$ cat src/include/sfx_pkg.sv
// Purpose: shared constants and types for the serial flash command block
// Assumes: 24-bit addressing, 256 KB array, 40 MHz core clock
// Notes:   array sizes, opcodes, phase lengths and self-timed cycle counts
package sfx_pkg;

   // instruction codes seen on lane zero
   localparam logic [7:0]  OPC_DUAL_IO_READ   = 8'hbb;
   localparam logic [7:0]  OPC_QUAD_OUT_READ  = 8'h6b;
   localparam logic [7:0]  OPC_QUAD_IO_READ   = 8'heb;
   localparam logic [7:0]  OPC_PAGE_PROGRAM   = 8'h02;
   localparam logic [7:0]  OPC_QUAD_PAGE_PROG = 8'h32;
   localparam logic [7:0]  OPC_BLOCK4K_CLEAR  = 8'h20;

   // array geometry
   localparam int          ADDR_W       = 24;
   localparam logic [23:0] MEM_TOP      = 24'h03ffff;
   localparam logic [23:0] SECTOR_MASK  = 24'hfff000;
   localparam int          PAGE_HI      = 23;
   localparam int          PAGE_LO      = 8;
   localparam int          BLOCK_HI     = 17;
   localparam int          BLOCK_LO     = 16;
   localparam logic [2:0]  BLOCK_COUNT  = 3'h4;
   localparam logic [3:0]  BP_ALL       = 4'h4;
   localparam logic [8:0]  PAGE_LAST    = 9'h0ff;

   // lane widths and phase lengths in serial clocks
   localparam logic [2:0]  LANES_1      = 3'h1;
   localparam logic [2:0]  LANES_2      = 3'h2;
   localparam logic [2:0]  LANES_4      = 3'h4;
   localparam logic [5:0]  OPC_CLKS     = 6'h08;
   localparam logic [5:0]  ADDR_CLKS_1  = 6'h18;
   localparam logic [5:0]  ADDR_CLKS_2  = 6'h0c;
   localparam logic [5:0]  ADDR_CLKS_4  = 6'h06;
   localparam logic [5:0]  MODE_CLKS    = 6'h02;
   localparam logic [5:0]  DUMMY_QOUT   = 6'h08;
   localparam logic [5:0]  DUMMY_QIO    = 6'h04;
   localparam logic [5:0]  DUMMY_DIO    = 6'h04;
   localparam logic [3:0]  BYTE_BITS    = 4'h8;

   // self-timed cycle lengths
   localparam int          CLK_PERIOD_NS = 25;
   localparam int          PROG_TIME_NS  = 200000;
   localparam int          CLEAR_TIME_NS = 1000000;
   localparam int          PROG_CYCLES   = PROG_TIME_NS / CLK_PERIOD_NS;
   localparam int          CLEAR_CYCLES  = CLEAR_TIME_NS / CLK_PERIOD_NS;
   localparam int          TIMER_W       = 20;

   typedef enum logic [3:0] {
      ST_IDLE,
      ST_OPCODE,
      ST_ADDR,
      ST_MODE,
      ST_DUMMY,
      ST_READ_OUT,
      ST_PROG_IN,
      ST_CLEAR_ARM,
      ST_IGNORE
   } sfx_state_t;

endpackage

$ cat src/hdl/sfx_flash_cmd.sv
// Purpose: serial flash instruction engine for fast reads, program, 4 KB clear
// Assumes: SCLK, CS_N and IO_IN synchronous to CORE_CLK, SCLK well below it
// Notes:   array access goes through the MEM_* ports; status layout lives outside
`timescale 1ns/1ps
module sfx_flash_cmd
   import sfx_pkg::*;
#(
   parameter int PROG_CYC  = PROG_CYCLES,
   parameter int CLEAR_CYC = CLEAR_CYCLES
)(
   input  wire logic        CORE_CLK,
   input  wire logic        RST,
   input  wire logic        SCLK,
   input  wire logic        CS_N,
   input  wire logic [3:0]  IO_IN,
   output logic [3:0]       IO_OUT,
   output logic [3:0]       IO_OE,
   output logic [23:0]      MEM_RD_ADDR,
   input  wire logic [7:0]  MEM_RD_DATA,
   output logic             MEM_WR_EN,
   output logic [23:0]      MEM_WR_ADDR,
   output logic [7:0]       MEM_WR_DATA,
   output logic             MEM_CLEAR,
   output logic [23:0]      MEM_CLEAR_ADDR,
   input  wire logic        WRITE_ENABLE_SET,
   input  wire logic        STATUS_WRITE_BUSY,
   input  wire logic [3:0]  BLOCK_PROTECT_BITS,
   input  wire logic        PROTECT_HOLD_PIN_DISABLE,
   output logic             WRITE_IN_PROGRESS,
   output logic             WRITE_ENABLE_LATCH,
   output logic             EXECUTE_IN_PLACE
);

   sfx_state_t        state;
   logic              sclk_d;
   logic              cs_d;
   logic [7:0]        cmd;
   logic [2:0]        lanes;
   logic [5:0]        cnt;
   logic [5:0]        dlen;
   logic [23:0]       sh;
   logic [23:0]       next_sh;
   logic [23:0]       addr;
   logic [23:0]       next_addr;
   logic [7:0]        opc_now;
   logic [3:0]        bcnt;
   logic [3:0]        next_bcnt;
   logic [7:0]        col;
   logic              got_byte;
   logic              mode_seen;
   logic              xip_pend;
   logic [7:0]        out_sh;
   logic [3:0]        out_cnt;
   logic [7:0]        out_src;
   logic              walk;
   logic [8:0]        widx;
   logic [15:0]       wpage;
   logic [TIMER_W-1:0] timer;
   logic              rise;
   logic              fall;
   logic              cs_rise;
   logic              busy_now;
   logic              prot;
   logic              start_prog;
   logic              start_clear;
   logic              pb_clear;
   logic              pb_wr;
   logic [7:0]        pb_rd_data;
   logic              pb_rd_valid;

   // edge detection of the sampled serial clock and chip select
   always_ff @(posedge CORE_CLK) begin
      if (RST) begin
         sclk_d <= 1'b0;
         cs_d   <= 1'b1;
      end else begin
         sclk_d <= SCLK;
         cs_d   <= CS_N;
      end
   end

   assign rise     = SCLK & ~sclk_d & ~CS_N;
   assign fall     = ~SCLK & sclk_d & ~CS_N;
   assign cs_rise  = CS_N & ~cs_d;
   assign busy_now = walk | (timer != '0) | STATUS_WRITE_BUSY;
   assign opc_now  = {sh[6:0], IO_IN[0]};

   // shift in by the current lane count; upper lanes carry high bits
   always_comb begin
      case (lanes)
         LANES_2: next_sh = {sh[21:0], IO_IN[1:0]};
         LANES_4: next_sh = {sh[19:0], IO_IN[3:0]};
         default: next_sh = {sh[22:0], IO_IN[0]};
      endcase
      next_bcnt = bcnt + {1'b0, lanes};
      next_addr = (addr == MEM_TOP) ? 24'h000000 : addr + 24'h000001;
   end

   sfx_protect u_protect (
      .addr (addr),
      .bp   (BLOCK_PROTECT_BITS),
      .prot (prot)
   );

   assign start_prog  = cs_rise && state == ST_PROG_IN && bcnt == 4'h0 && got_byte && !prot;
   assign start_clear = cs_rise && state == ST_CLEAR_ARM && !prot;
   assign pb_wr       = rise && state == ST_PROG_IN && next_bcnt == BYTE_BITS;
   // buffer kept while a walk runs
   assign pb_clear    = rise && state == ST_OPCODE && cnt == OPC_CLKS - 6'h01 && !busy_now;

   // frame sequencer: opcode, address, mode, dummy and data phases
   always_ff @(posedge CORE_CLK) begin
      if (RST) begin
         state     <= ST_IDLE;
         cmd       <= 8'h00;
         lanes     <= LANES_1;
         cnt       <= 6'h00;
         dlen      <= 6'h00;
         sh        <= 24'h000000;
         addr      <= 24'h000000;
         bcnt      <= 4'h0;
         col       <= 8'h00;
         got_byte  <= 1'b0;
         mode_seen <= 1'b0;
         xip_pend  <= 1'b0;
      end else if (CS_N) begin
         state     <= ST_IDLE;
         cnt       <= 6'h00;
         mode_seen <= 1'b0;
      end else begin
         case (state)
            ST_IDLE: begin
               cnt      <= 6'h00;
               bcnt     <= 4'h0;
               got_byte <= 1'b0;
               if (EXECUTE_IN_PLACE) begin
                  cmd   <= OPC_QUAD_IO_READ;
                  lanes <= LANES_4;
                  state <= busy_now ? ST_IGNORE : ST_ADDR;
               end else begin
                  lanes <= LANES_1;
                  state <= ST_OPCODE;
               end
            end
            ST_OPCODE: if (rise) begin
               sh  <= next_sh;
               cnt <= cnt + 6'h01;
               if (cnt == OPC_CLKS - 6'h01) begin
                  cmd   <= opc_now;
                  cnt   <= 6'h00;
                  lanes <= LANES_1;
                  state <= ST_IGNORE;
                  case (opc_now)
                     OPC_DUAL_IO_READ: if (!busy_now) begin
                        lanes <= LANES_2;
                        state <= ST_ADDR;
                     end
                     OPC_QUAD_OUT_READ: if (!busy_now) begin
                        state <= ST_ADDR;
                     end
                     OPC_QUAD_IO_READ: if (!busy_now) begin
                        lanes <= LANES_4;
                        state <= ST_ADDR;
                     end
                     OPC_PAGE_PROGRAM: if (!busy_now && WRITE_ENABLE_LATCH) begin
                        state <= ST_ADDR;
                     end
                     OPC_QUAD_PAGE_PROG: begin
                        if (!busy_now && WRITE_ENABLE_LATCH && PROTECT_HOLD_PIN_DISABLE) begin
                           state <= ST_ADDR;
                        end
                     end
                     OPC_BLOCK4K_CLEAR: if (!busy_now && WRITE_ENABLE_LATCH) begin
                        state <= ST_ADDR;
                     end
                     default: state <= ST_IGNORE;
                  endcase
               end
            end
            ST_ADDR: if (rise) begin
               sh  <= next_sh;
               cnt <= cnt + 6'h01;
               if ((lanes == LANES_1 && cnt == ADDR_CLKS_1 - 6'h01) ||
                   (lanes == LANES_2 && cnt == ADDR_CLKS_2 - 6'h01) ||
                   (lanes == LANES_4 && cnt == ADDR_CLKS_4 - 6'h01)) begin
                  addr <= next_sh;
                  col  <= next_sh[7:0];
                  cnt  <= 6'h00;
                  case (cmd)
                     OPC_QUAD_IO_READ: state <= ST_MODE;
                     OPC_DUAL_IO_READ: begin
                        dlen  <= DUMMY_DIO;
                        state <= ST_DUMMY;
                     end
                     OPC_QUAD_OUT_READ: begin
                        dlen  <= DUMMY_QOUT;
                        lanes <= LANES_4;
                        state <= ST_DUMMY;
                     end
                     OPC_PAGE_PROGRAM: state <= ST_PROG_IN;
                     OPC_QUAD_PAGE_PROG: begin
                        lanes <= LANES_4;
                        state <= ST_PROG_IN;
                     end
                     OPC_BLOCK4K_CLEAR: state <= ST_CLEAR_ARM;
                     default: state <= ST_IGNORE;
                  endcase
               end
            end
            ST_MODE: if (rise) begin
               sh  <= next_sh;
               cnt <= cnt + 6'h01;
               if (cnt == MODE_CLKS - 6'h01) begin
                  xip_pend  <= (next_sh[7:4] == ~next_sh[3:0]);
                  mode_seen <= 1'b1;
                  dlen      <= DUMMY_QIO;
                  cnt       <= 6'h00;
                  state     <= ST_DUMMY;
               end
            end
            ST_DUMMY: if (rise) begin
               cnt <= cnt + 6'h01;
               if (cnt == dlen - 6'h01) begin
                  state <= ST_READ_OUT;
               end
            end
            ST_READ_OUT: if (fall && out_cnt == 4'h0) begin
               addr <= next_addr;
            end
            ST_PROG_IN: if (rise) begin
               sh <= next_sh;
               if (next_bcnt == BYTE_BITS) begin
                  bcnt     <= 4'h0;
                  got_byte <= 1'b1;
                  col      <= col + 8'h01;
               end else begin
                  bcnt <= next_bcnt;
               end
            end
            // any later clock spoils the clear
            ST_CLEAR_ARM: if (rise) begin
               state <= ST_IGNORE;
            end
            ST_IGNORE: state <= ST_IGNORE;
            default:   state <= ST_IGNORE;
         endcase
      end
   end

   assign MEM_RD_ADDR = addr;
   assign out_src     = (out_cnt == 4'h0) ? MEM_RD_DATA : out_sh;

   // read data drivers; lanes released the cycle after deselect
   always_ff @(posedge CORE_CLK) begin
      if (RST || CS_N) begin
         IO_OUT  <= 4'h0;
         IO_OE   <= 4'h0;
         out_sh  <= 8'h00;
         out_cnt <= 4'h0;
      end else if (fall && state == ST_READ_OUT) begin
         if (lanes == LANES_2) begin
            IO_OUT <= {2'b00, out_src[7:6]};
            IO_OE  <= 4'h3;
            out_sh <= {out_src[5:0], 2'b00};
         end else begin
            IO_OUT <= out_src[7:4];
            IO_OE  <= 4'hf;
            out_sh <= {out_src[3:0], 4'h0};
         end
         out_cnt <= ((out_cnt == 4'h0) ? BYTE_BITS : out_cnt) - {1'b0, lanes};
      end
   end

   // continuous-read flag is decided only at deselect
   always_ff @(posedge CORE_CLK) begin
      if (RST) begin
         EXECUTE_IN_PLACE <= 1'b0;
      end else if (cs_rise && mode_seen) begin
         EXECUTE_IN_PLACE <= xip_pend;
      end
   end

   // last 256 bytes kept by overwrite
   sfx_page_buf u_page_buf (
      .clk      (CORE_CLK),
      .rst      (RST),
      .clear    (pb_clear),
      .wr_en    (pb_wr),
      .wr_idx   (col),
      .wr_data  (next_sh[7:0]),
      .rd_idx   (widx[7:0]),
      .rd_data  (pb_rd_data),
      .rd_valid (pb_rd_valid)
   );

   // self-timed cycle: page walk or clear pulse to the array, then busy timer
   always_ff @(posedge CORE_CLK) begin
      if (RST) begin
         walk           <= 1'b0;
         widx           <= 9'h000;
         wpage          <= 16'h0000;
         timer          <= '0;
         MEM_WR_EN      <= 1'b0;
         MEM_WR_ADDR    <= 24'h000000;
         MEM_WR_DATA    <= 8'h00;
         MEM_CLEAR      <= 1'b0;
         MEM_CLEAR_ADDR <= 24'h000000;
      end else begin
         MEM_WR_EN <= 1'b0;
         MEM_CLEAR <= 1'b0;
         if (start_prog) begin
            walk  <= 1'b1;
            widx  <= 9'h000;
            wpage <= addr[PAGE_HI:PAGE_LO];
         end else if (start_clear) begin
            MEM_CLEAR      <= 1'b1;
            MEM_CLEAR_ADDR <= addr & SECTOR_MASK;
            timer          <= TIMER_W'(CLEAR_CYC);
         end else if (walk) begin
            MEM_WR_EN   <= pb_rd_valid;
            MEM_WR_ADDR <= {wpage, widx[7:0]};
            MEM_WR_DATA <= pb_rd_data;
            widx        <= widx + 9'h001;
            if (widx == PAGE_LAST) begin
               walk  <= 1'b0;
               timer <= TIMER_W'(PROG_CYC);
            end
         end else if (timer != '0) begin
            timer <= timer - 1'b1;
         end
      end
   end

   always_ff @(posedge CORE_CLK) begin
      if (RST) begin
         WRITE_IN_PROGRESS <= 1'b0;
      end else begin
         WRITE_IN_PROGRESS <= busy_now | start_prog | start_clear;
      end
   end

   // latch set by an outside enable command; a set in the same cycle wins
   always_ff @(posedge CORE_CLK) begin
      if (RST) begin
         WRITE_ENABLE_LATCH <= 1'b0;
      end else if (WRITE_ENABLE_SET) begin
         WRITE_ENABLE_LATCH <= 1'b1;
      end else if (start_prog || start_clear) begin
         WRITE_ENABLE_LATCH <= 1'b0;
      end
   end

endmodule

$ cat src/hdl/sfx_protect.sv
// Purpose: decides whether an address lies in the protected area
// Assumes: block_protect_bits select upper 64 KB blocks
// Notes:   zero protects nothing, four or more protects everything
`timescale 1ns/1ps
module sfx_protect
   import sfx_pkg::*;
(
   input  wire logic [23:0] addr,
   input  wire logic [3:0]  bp,
   output logic             prot
);

   logic [2:0] first_blk;

   // protected blocks grow downward from the top of the array
   always_comb begin
      first_blk = BLOCK_COUNT - bp[2:0];
      if (bp == 4'h0) begin
         prot = 1'b0;
      end else if (bp >= BP_ALL) begin
         prot = 1'b1;
      end else begin
         prot = ({1'b0, addr[BLOCK_HI:BLOCK_LO]} >= first_blk);
      end
   end

endmodule

$ cat src/hdl/sfx_page_buf.sv
// Purpose: one page of program data held in flip-flops
// Assumes: cleared before each page program frame
// Notes:   a valid bit per byte marks which page bytes get programmed
`timescale 1ns/1ps
module sfx_page_buf
   import sfx_pkg::*;
(
   input  wire logic       clk,
   input  wire logic       rst,
   input  wire logic       clear,
   input  wire logic       wr_en,
   input  wire logic [7:0] wr_idx,
   input  wire logic [7:0] wr_data,
   input  wire logic [7:0] rd_idx,
   output logic [7:0]      rd_data,
   output logic            rd_valid
);

   logic [7:0] mem   [256];
   logic       valid [256];

   // per-entry storage; a later byte at the same index overwrites
   for (genvar g = 0; g < 256; g++) begin : g_entry
      always_ff @(posedge clk) begin
         if (rst || clear) begin
            valid[g] <= 1'b0;
         end else if (wr_en && wr_idx == 8'(g)) begin
            valid[g] <= 1'b1;
         end
      end
      always_ff @(posedge clk) begin
         if (wr_en && wr_idx == 8'(g)) begin
            mem[g] <= wr_data;
         end
      end
   end

   // indexed read for the program walk
   assign rd_data  = mem[rd_idx];
   assign rd_valid = valid[rd_idx];

endmodule

$ cat config.mk
export PLATFORM = sky130hd
export DESIGN_NAME = sfx_flash_cmd
export DESIGN_NICKNAME = d
export VERILOG_FILES = /design/src/include/sfx_pkg.sv /design/src/hdl/sfx_flash_cmd.sv /design/src/hdl/sfx_protect.sv /design/src/hdl/sfx_page_buf.sv
export SDC_FILE = /design/constraint.sdc
export NUM_CORES = 2
export LEC_CHECK = 0
export BUFFER_PORTS_ARGS = -buffer_cell sky130_fd_sc_hd__buf_2
export CORE_UTILIZATION = 50
export DETAILED_ROUTE_END_ITERATION = 10
export PLACE_DENSITY_LB_ADDON = 0.1
export SKIP_CTS_REPAIR_TIMING = 1
export SLEW_MARGIN = 0
export SYNTH_ARGS = -nofsm -noshare
export SYNTH_HDL_FRONTEND = slang
export SYNTH_HIERARCHICAL = 1
export SYNTH_SLANG_ARGS = --single-unit
export TNS_END_PERCENT = 50
$ cat constraint.sdc
create_clock -name CORE_CLK -period 4.61 [get_ports CORE_CLK]
set_input_delay 0.461 -clock CORE_CLK [delete_from_list [all_inputs] [get_ports CORE_CLK]]
set_output_delay 0.461 -clock CORE_CLK [all_outputs]
set_load 0.01 [all_outputs]
==> results.ini <==
[clock_network]
cts_max_level=5
clkTransAtPathRegs_ns=0.06
cts_tree=yes
clk_path_buf_depth=4
clk_latency_ns=0.93
clock_sinks=2502
cts_inserted_buffers=281
clock-root-buffer=clkbuf_16

[grt]
grt_pass1_wl_mm=408.9
antenna_found_initial=12
grt_max_degree=257
grt_pass1_vias=58040
overflow=0
grtUsageTotal_pct=27.32

[routing]
drt_wl_total_mm=282.2
dr.first_iter.drc_count=7539
via_count=59390
dr.pass1.iters=6
viasPerCell=6.338
drc=0
postRouteAntennaNets=0
post_drt_wl_per_cell_um=30.11

[synth]
synth_top_family_by_area=multiplexers
syn_area_per_cell_sq_um=16.62
synth_fa_ha_area_share_pct=0.2685
ys_warn_count=6
seq_area_frac_synth_pct=71.33
synth.most_common_cell=edfxtp_1
synthMuxAreaShare_pct=12.69
synth_cell_types=93
synth_compound_area_share_pct=6.614
synth_area_leaders=edfxtp_1 (67%), mux4_2 (11%), dfxtp_1 (3.9%), o21ai_0 (1.6%), nor2_1 (1.6%)
synthesis.area_sq_um=102500
synth_edf_count=2303
yosysTopAreaCell=edfxtp_1
yosys.area_share.simple_pct=6.042
syn_inst=6171
ys_top_cells_by_count=edfxtp_1 (2,303), mux4_2 (506), nor2_1 (428)
ys_ff_latch=2502
synthArstFlopShare_pct=0
synth_xor_xnor_area_share_pct=0.2733
synth_top_area_share_pct=67.45
synthFlopType=edfxtp_1

[worst_hold_path]
holdPathStages=5
holdCritStartpoint=MEM_RD_DATA[4]
hold_end=out_sh[6]
hold_class=input pin to flop

[layout]
fin_cells=9371
synthToLayoutAreaGrowth_pct=13.99
final_nets=6552
seqCellArea_sq_um=73150
drive_gt1_share_pct=22.94
final.fill_count=15460
multi_input_area_sq_um=26770
fin_area_sq_um=116900

[placed_design]
placed_cell_area_sq_um=108100
dp_hpwl_mm=177.0
placed_cells=8893
gp_congestion=0.8689
port_buffers=103

[die]
fp.dieH_um=454.8
core_sq_um=202900
start_util_pct=50.52
dieArea_sq_um=206900
fp-row-count=165
fp.dieW_um=454.8
io_pins=116

[timing]
tightest_slew_ns=1.469
fmax_mhz=253.2
report.final.slew_viol_count=0
slew_headroom_pct=1.735
fin_crit_sh_pct=85.68
skew_ns=0.07328
rsz0062_at_grt=no
post-route-min-period_ns=3.950
hold_violations=0
setup_viol=0
fin_hold_ws_ns=0.03516

[power]
pwr-share-comb_pct=2.7
swShare_pct=20.17
p_sw_w=0.009675
power_frac_seq_pct=52.2
clockPowerShare_pct=45.1
peakVddDrop_uv=414.6
internal_power_w=0.03828
power_w=0.04796
power_density_nw_per_um2=410.3
leakage_nw=36.97

[critical_path]
reg2reg_to=MEM_WR_DATA[0]
end_kind=flop
critPathSlowestCell=a2111oi_0
startpoint_type=flop
r2r_slack_ns=0.66
critPathBufInv=2
crit_fanout=51
critPathTopFamily=compound AO/OA/AOI/OAI gates
cp_cell_sequence=buf_12, buf_12, mux4_2, a2111oi_0, nand2_1, nand4_1, nor4_2, nand2_1, a21oi_1
cp.required_ns=5.38
rr_worst_depth=9
worstReg2RegStart=widx[0]
cp.arrival_ns=4.72
slowest_delay_ns=0.95
criticalPathCategory=flop to flop

[outcome]
status=finished, final reports clean

[flow_run]
drv_cap=0

## power by group through the flow
stage               clock (W)  combinational, W  sequential [W]
CTS                    0.0220           0.00128          0.0250
detailed placement          0           0.00128          0.0255
global route           0.0228           0.00143          0.0250
global placement            0           0.00125          0.0255
finish                 0.0216           0.00129          0.0250
floorplan                   0          0.000891          0.0255
## placed cells by master (no fill, tap or decap), types with 14 or more instances in the layout
master,netlist,layout
a22oi_1,173,173
o32ai_1,15,15
o221ai_1,41,41
clkinv_2,0,28
o22ai_1,31,31
o21ai_0,331,331
nor4_1,30,28
a22o_1,34,34
nor2b_1,26,22
mux2i_1,156,156
a21boi_0,17,17
nand2b_1,18,17
a211oi_1,47,47
nand2_1,267,263
clkbuf_16,0,288
buf_2,64,101
buf_12,10,47
nand4_1,33,33
clkbuf_1,360,69
ha_1,18,18
xnor2_1,15,15
edfxtp_1,2303,2303
dfxtp_1,199,194
buf_4,33,423
mux4_2,506,506
bufinv_16,0,26
o211ai_1,14,14
xor2_1,17,17
inv_1,36,29
and3_1,16,16
a221oi_1,15,15
a21oi_1,243,243
nand3_1,82,70
nor2_1,428,423
clkinv_1,1,47
nor3_1,315,313
## worst max-delay path by stage
stage                     startpoint                   end  slack (ns)  cells after the start
2_1_floorplan               lanes[1]  u_page_buf/mem[0][6]       -0.08                      5
3_5_place_dp                 widx[0]        MEM_WR_DATA[6]        0.76                     11
6_report                     widx[0]        MEM_WR_DATA[0]        0.66                      9
3_3_place_gp   BLOCK_PROTECT_BITS[0]        MEM_WR_ADDR[4]        0.54                     14
4_1_cts                      widx[0]        MEM_WR_DATA[6]        0.77                     11
5_1_grt                      widx[0]             timer[14]        0.54                     12
## layer usage
metal / wire length [um] / vias up / track usage [%]
met5: 13 / - / 0
met4: 8676 / 2 / 8.391
met3: 24050 / 488 / 4.863
met2: 130700 / 2586 / 42.02
met1: 118800 / 31010 / 39.96
li1: - / 25310 / -
## kinds of logic after synthesis
logic type / Yosys count
AOI/OAI and AO/OA: 1064
xor gates and xnor gates: 32
muxes: 667
other: 1
DFF: 2502
buffers and inverters: 570
and+or+nand+nor: 1314
adders and majority gates: 21
## flip-flops by register name (all words and copies together), names as in the netlist, 9 cells and up
signal / count
u_page_buf/mem: 2048
timer: 20
MEM_RD_ADDR: 24
MEM_WR_ADDR: 24
sh: 23
u_page_buf/valid: 256
MEM_CLEAR_ADDR: 12
widx: 9
wpage: 16
## final cells by class
type,instances,share of cell area [%]
timing repair buffer,577,4.010
sequential,2502,62.59
inverter,37,0.1509
clock inverter,105,0.9806
antenna,2,0.004282
tap,2672,2.861
clock buffer,366,6.494
multi-input combinational,3110,22.91
## through the flow
stage	utilization [%]	TNS, ns	worst slack (ns)
final	57.59	0	0.6603
after global routing	57.59	0	0.5370
after CTS	57.56	0	0.7736
after detailed placement	53.26	0	0.7613
after global placement	53.26	0	0.5438
after floorplan	-	-61.52	-0.08345
## tightest hold or removal path: stages
cell and delay (ns):
buf_2 0.08, mux2i_1 0.07, nand2_1 0.07, nand3_1 0.06
a21oi_1 0.14
(Power assumes the default switching activity.)
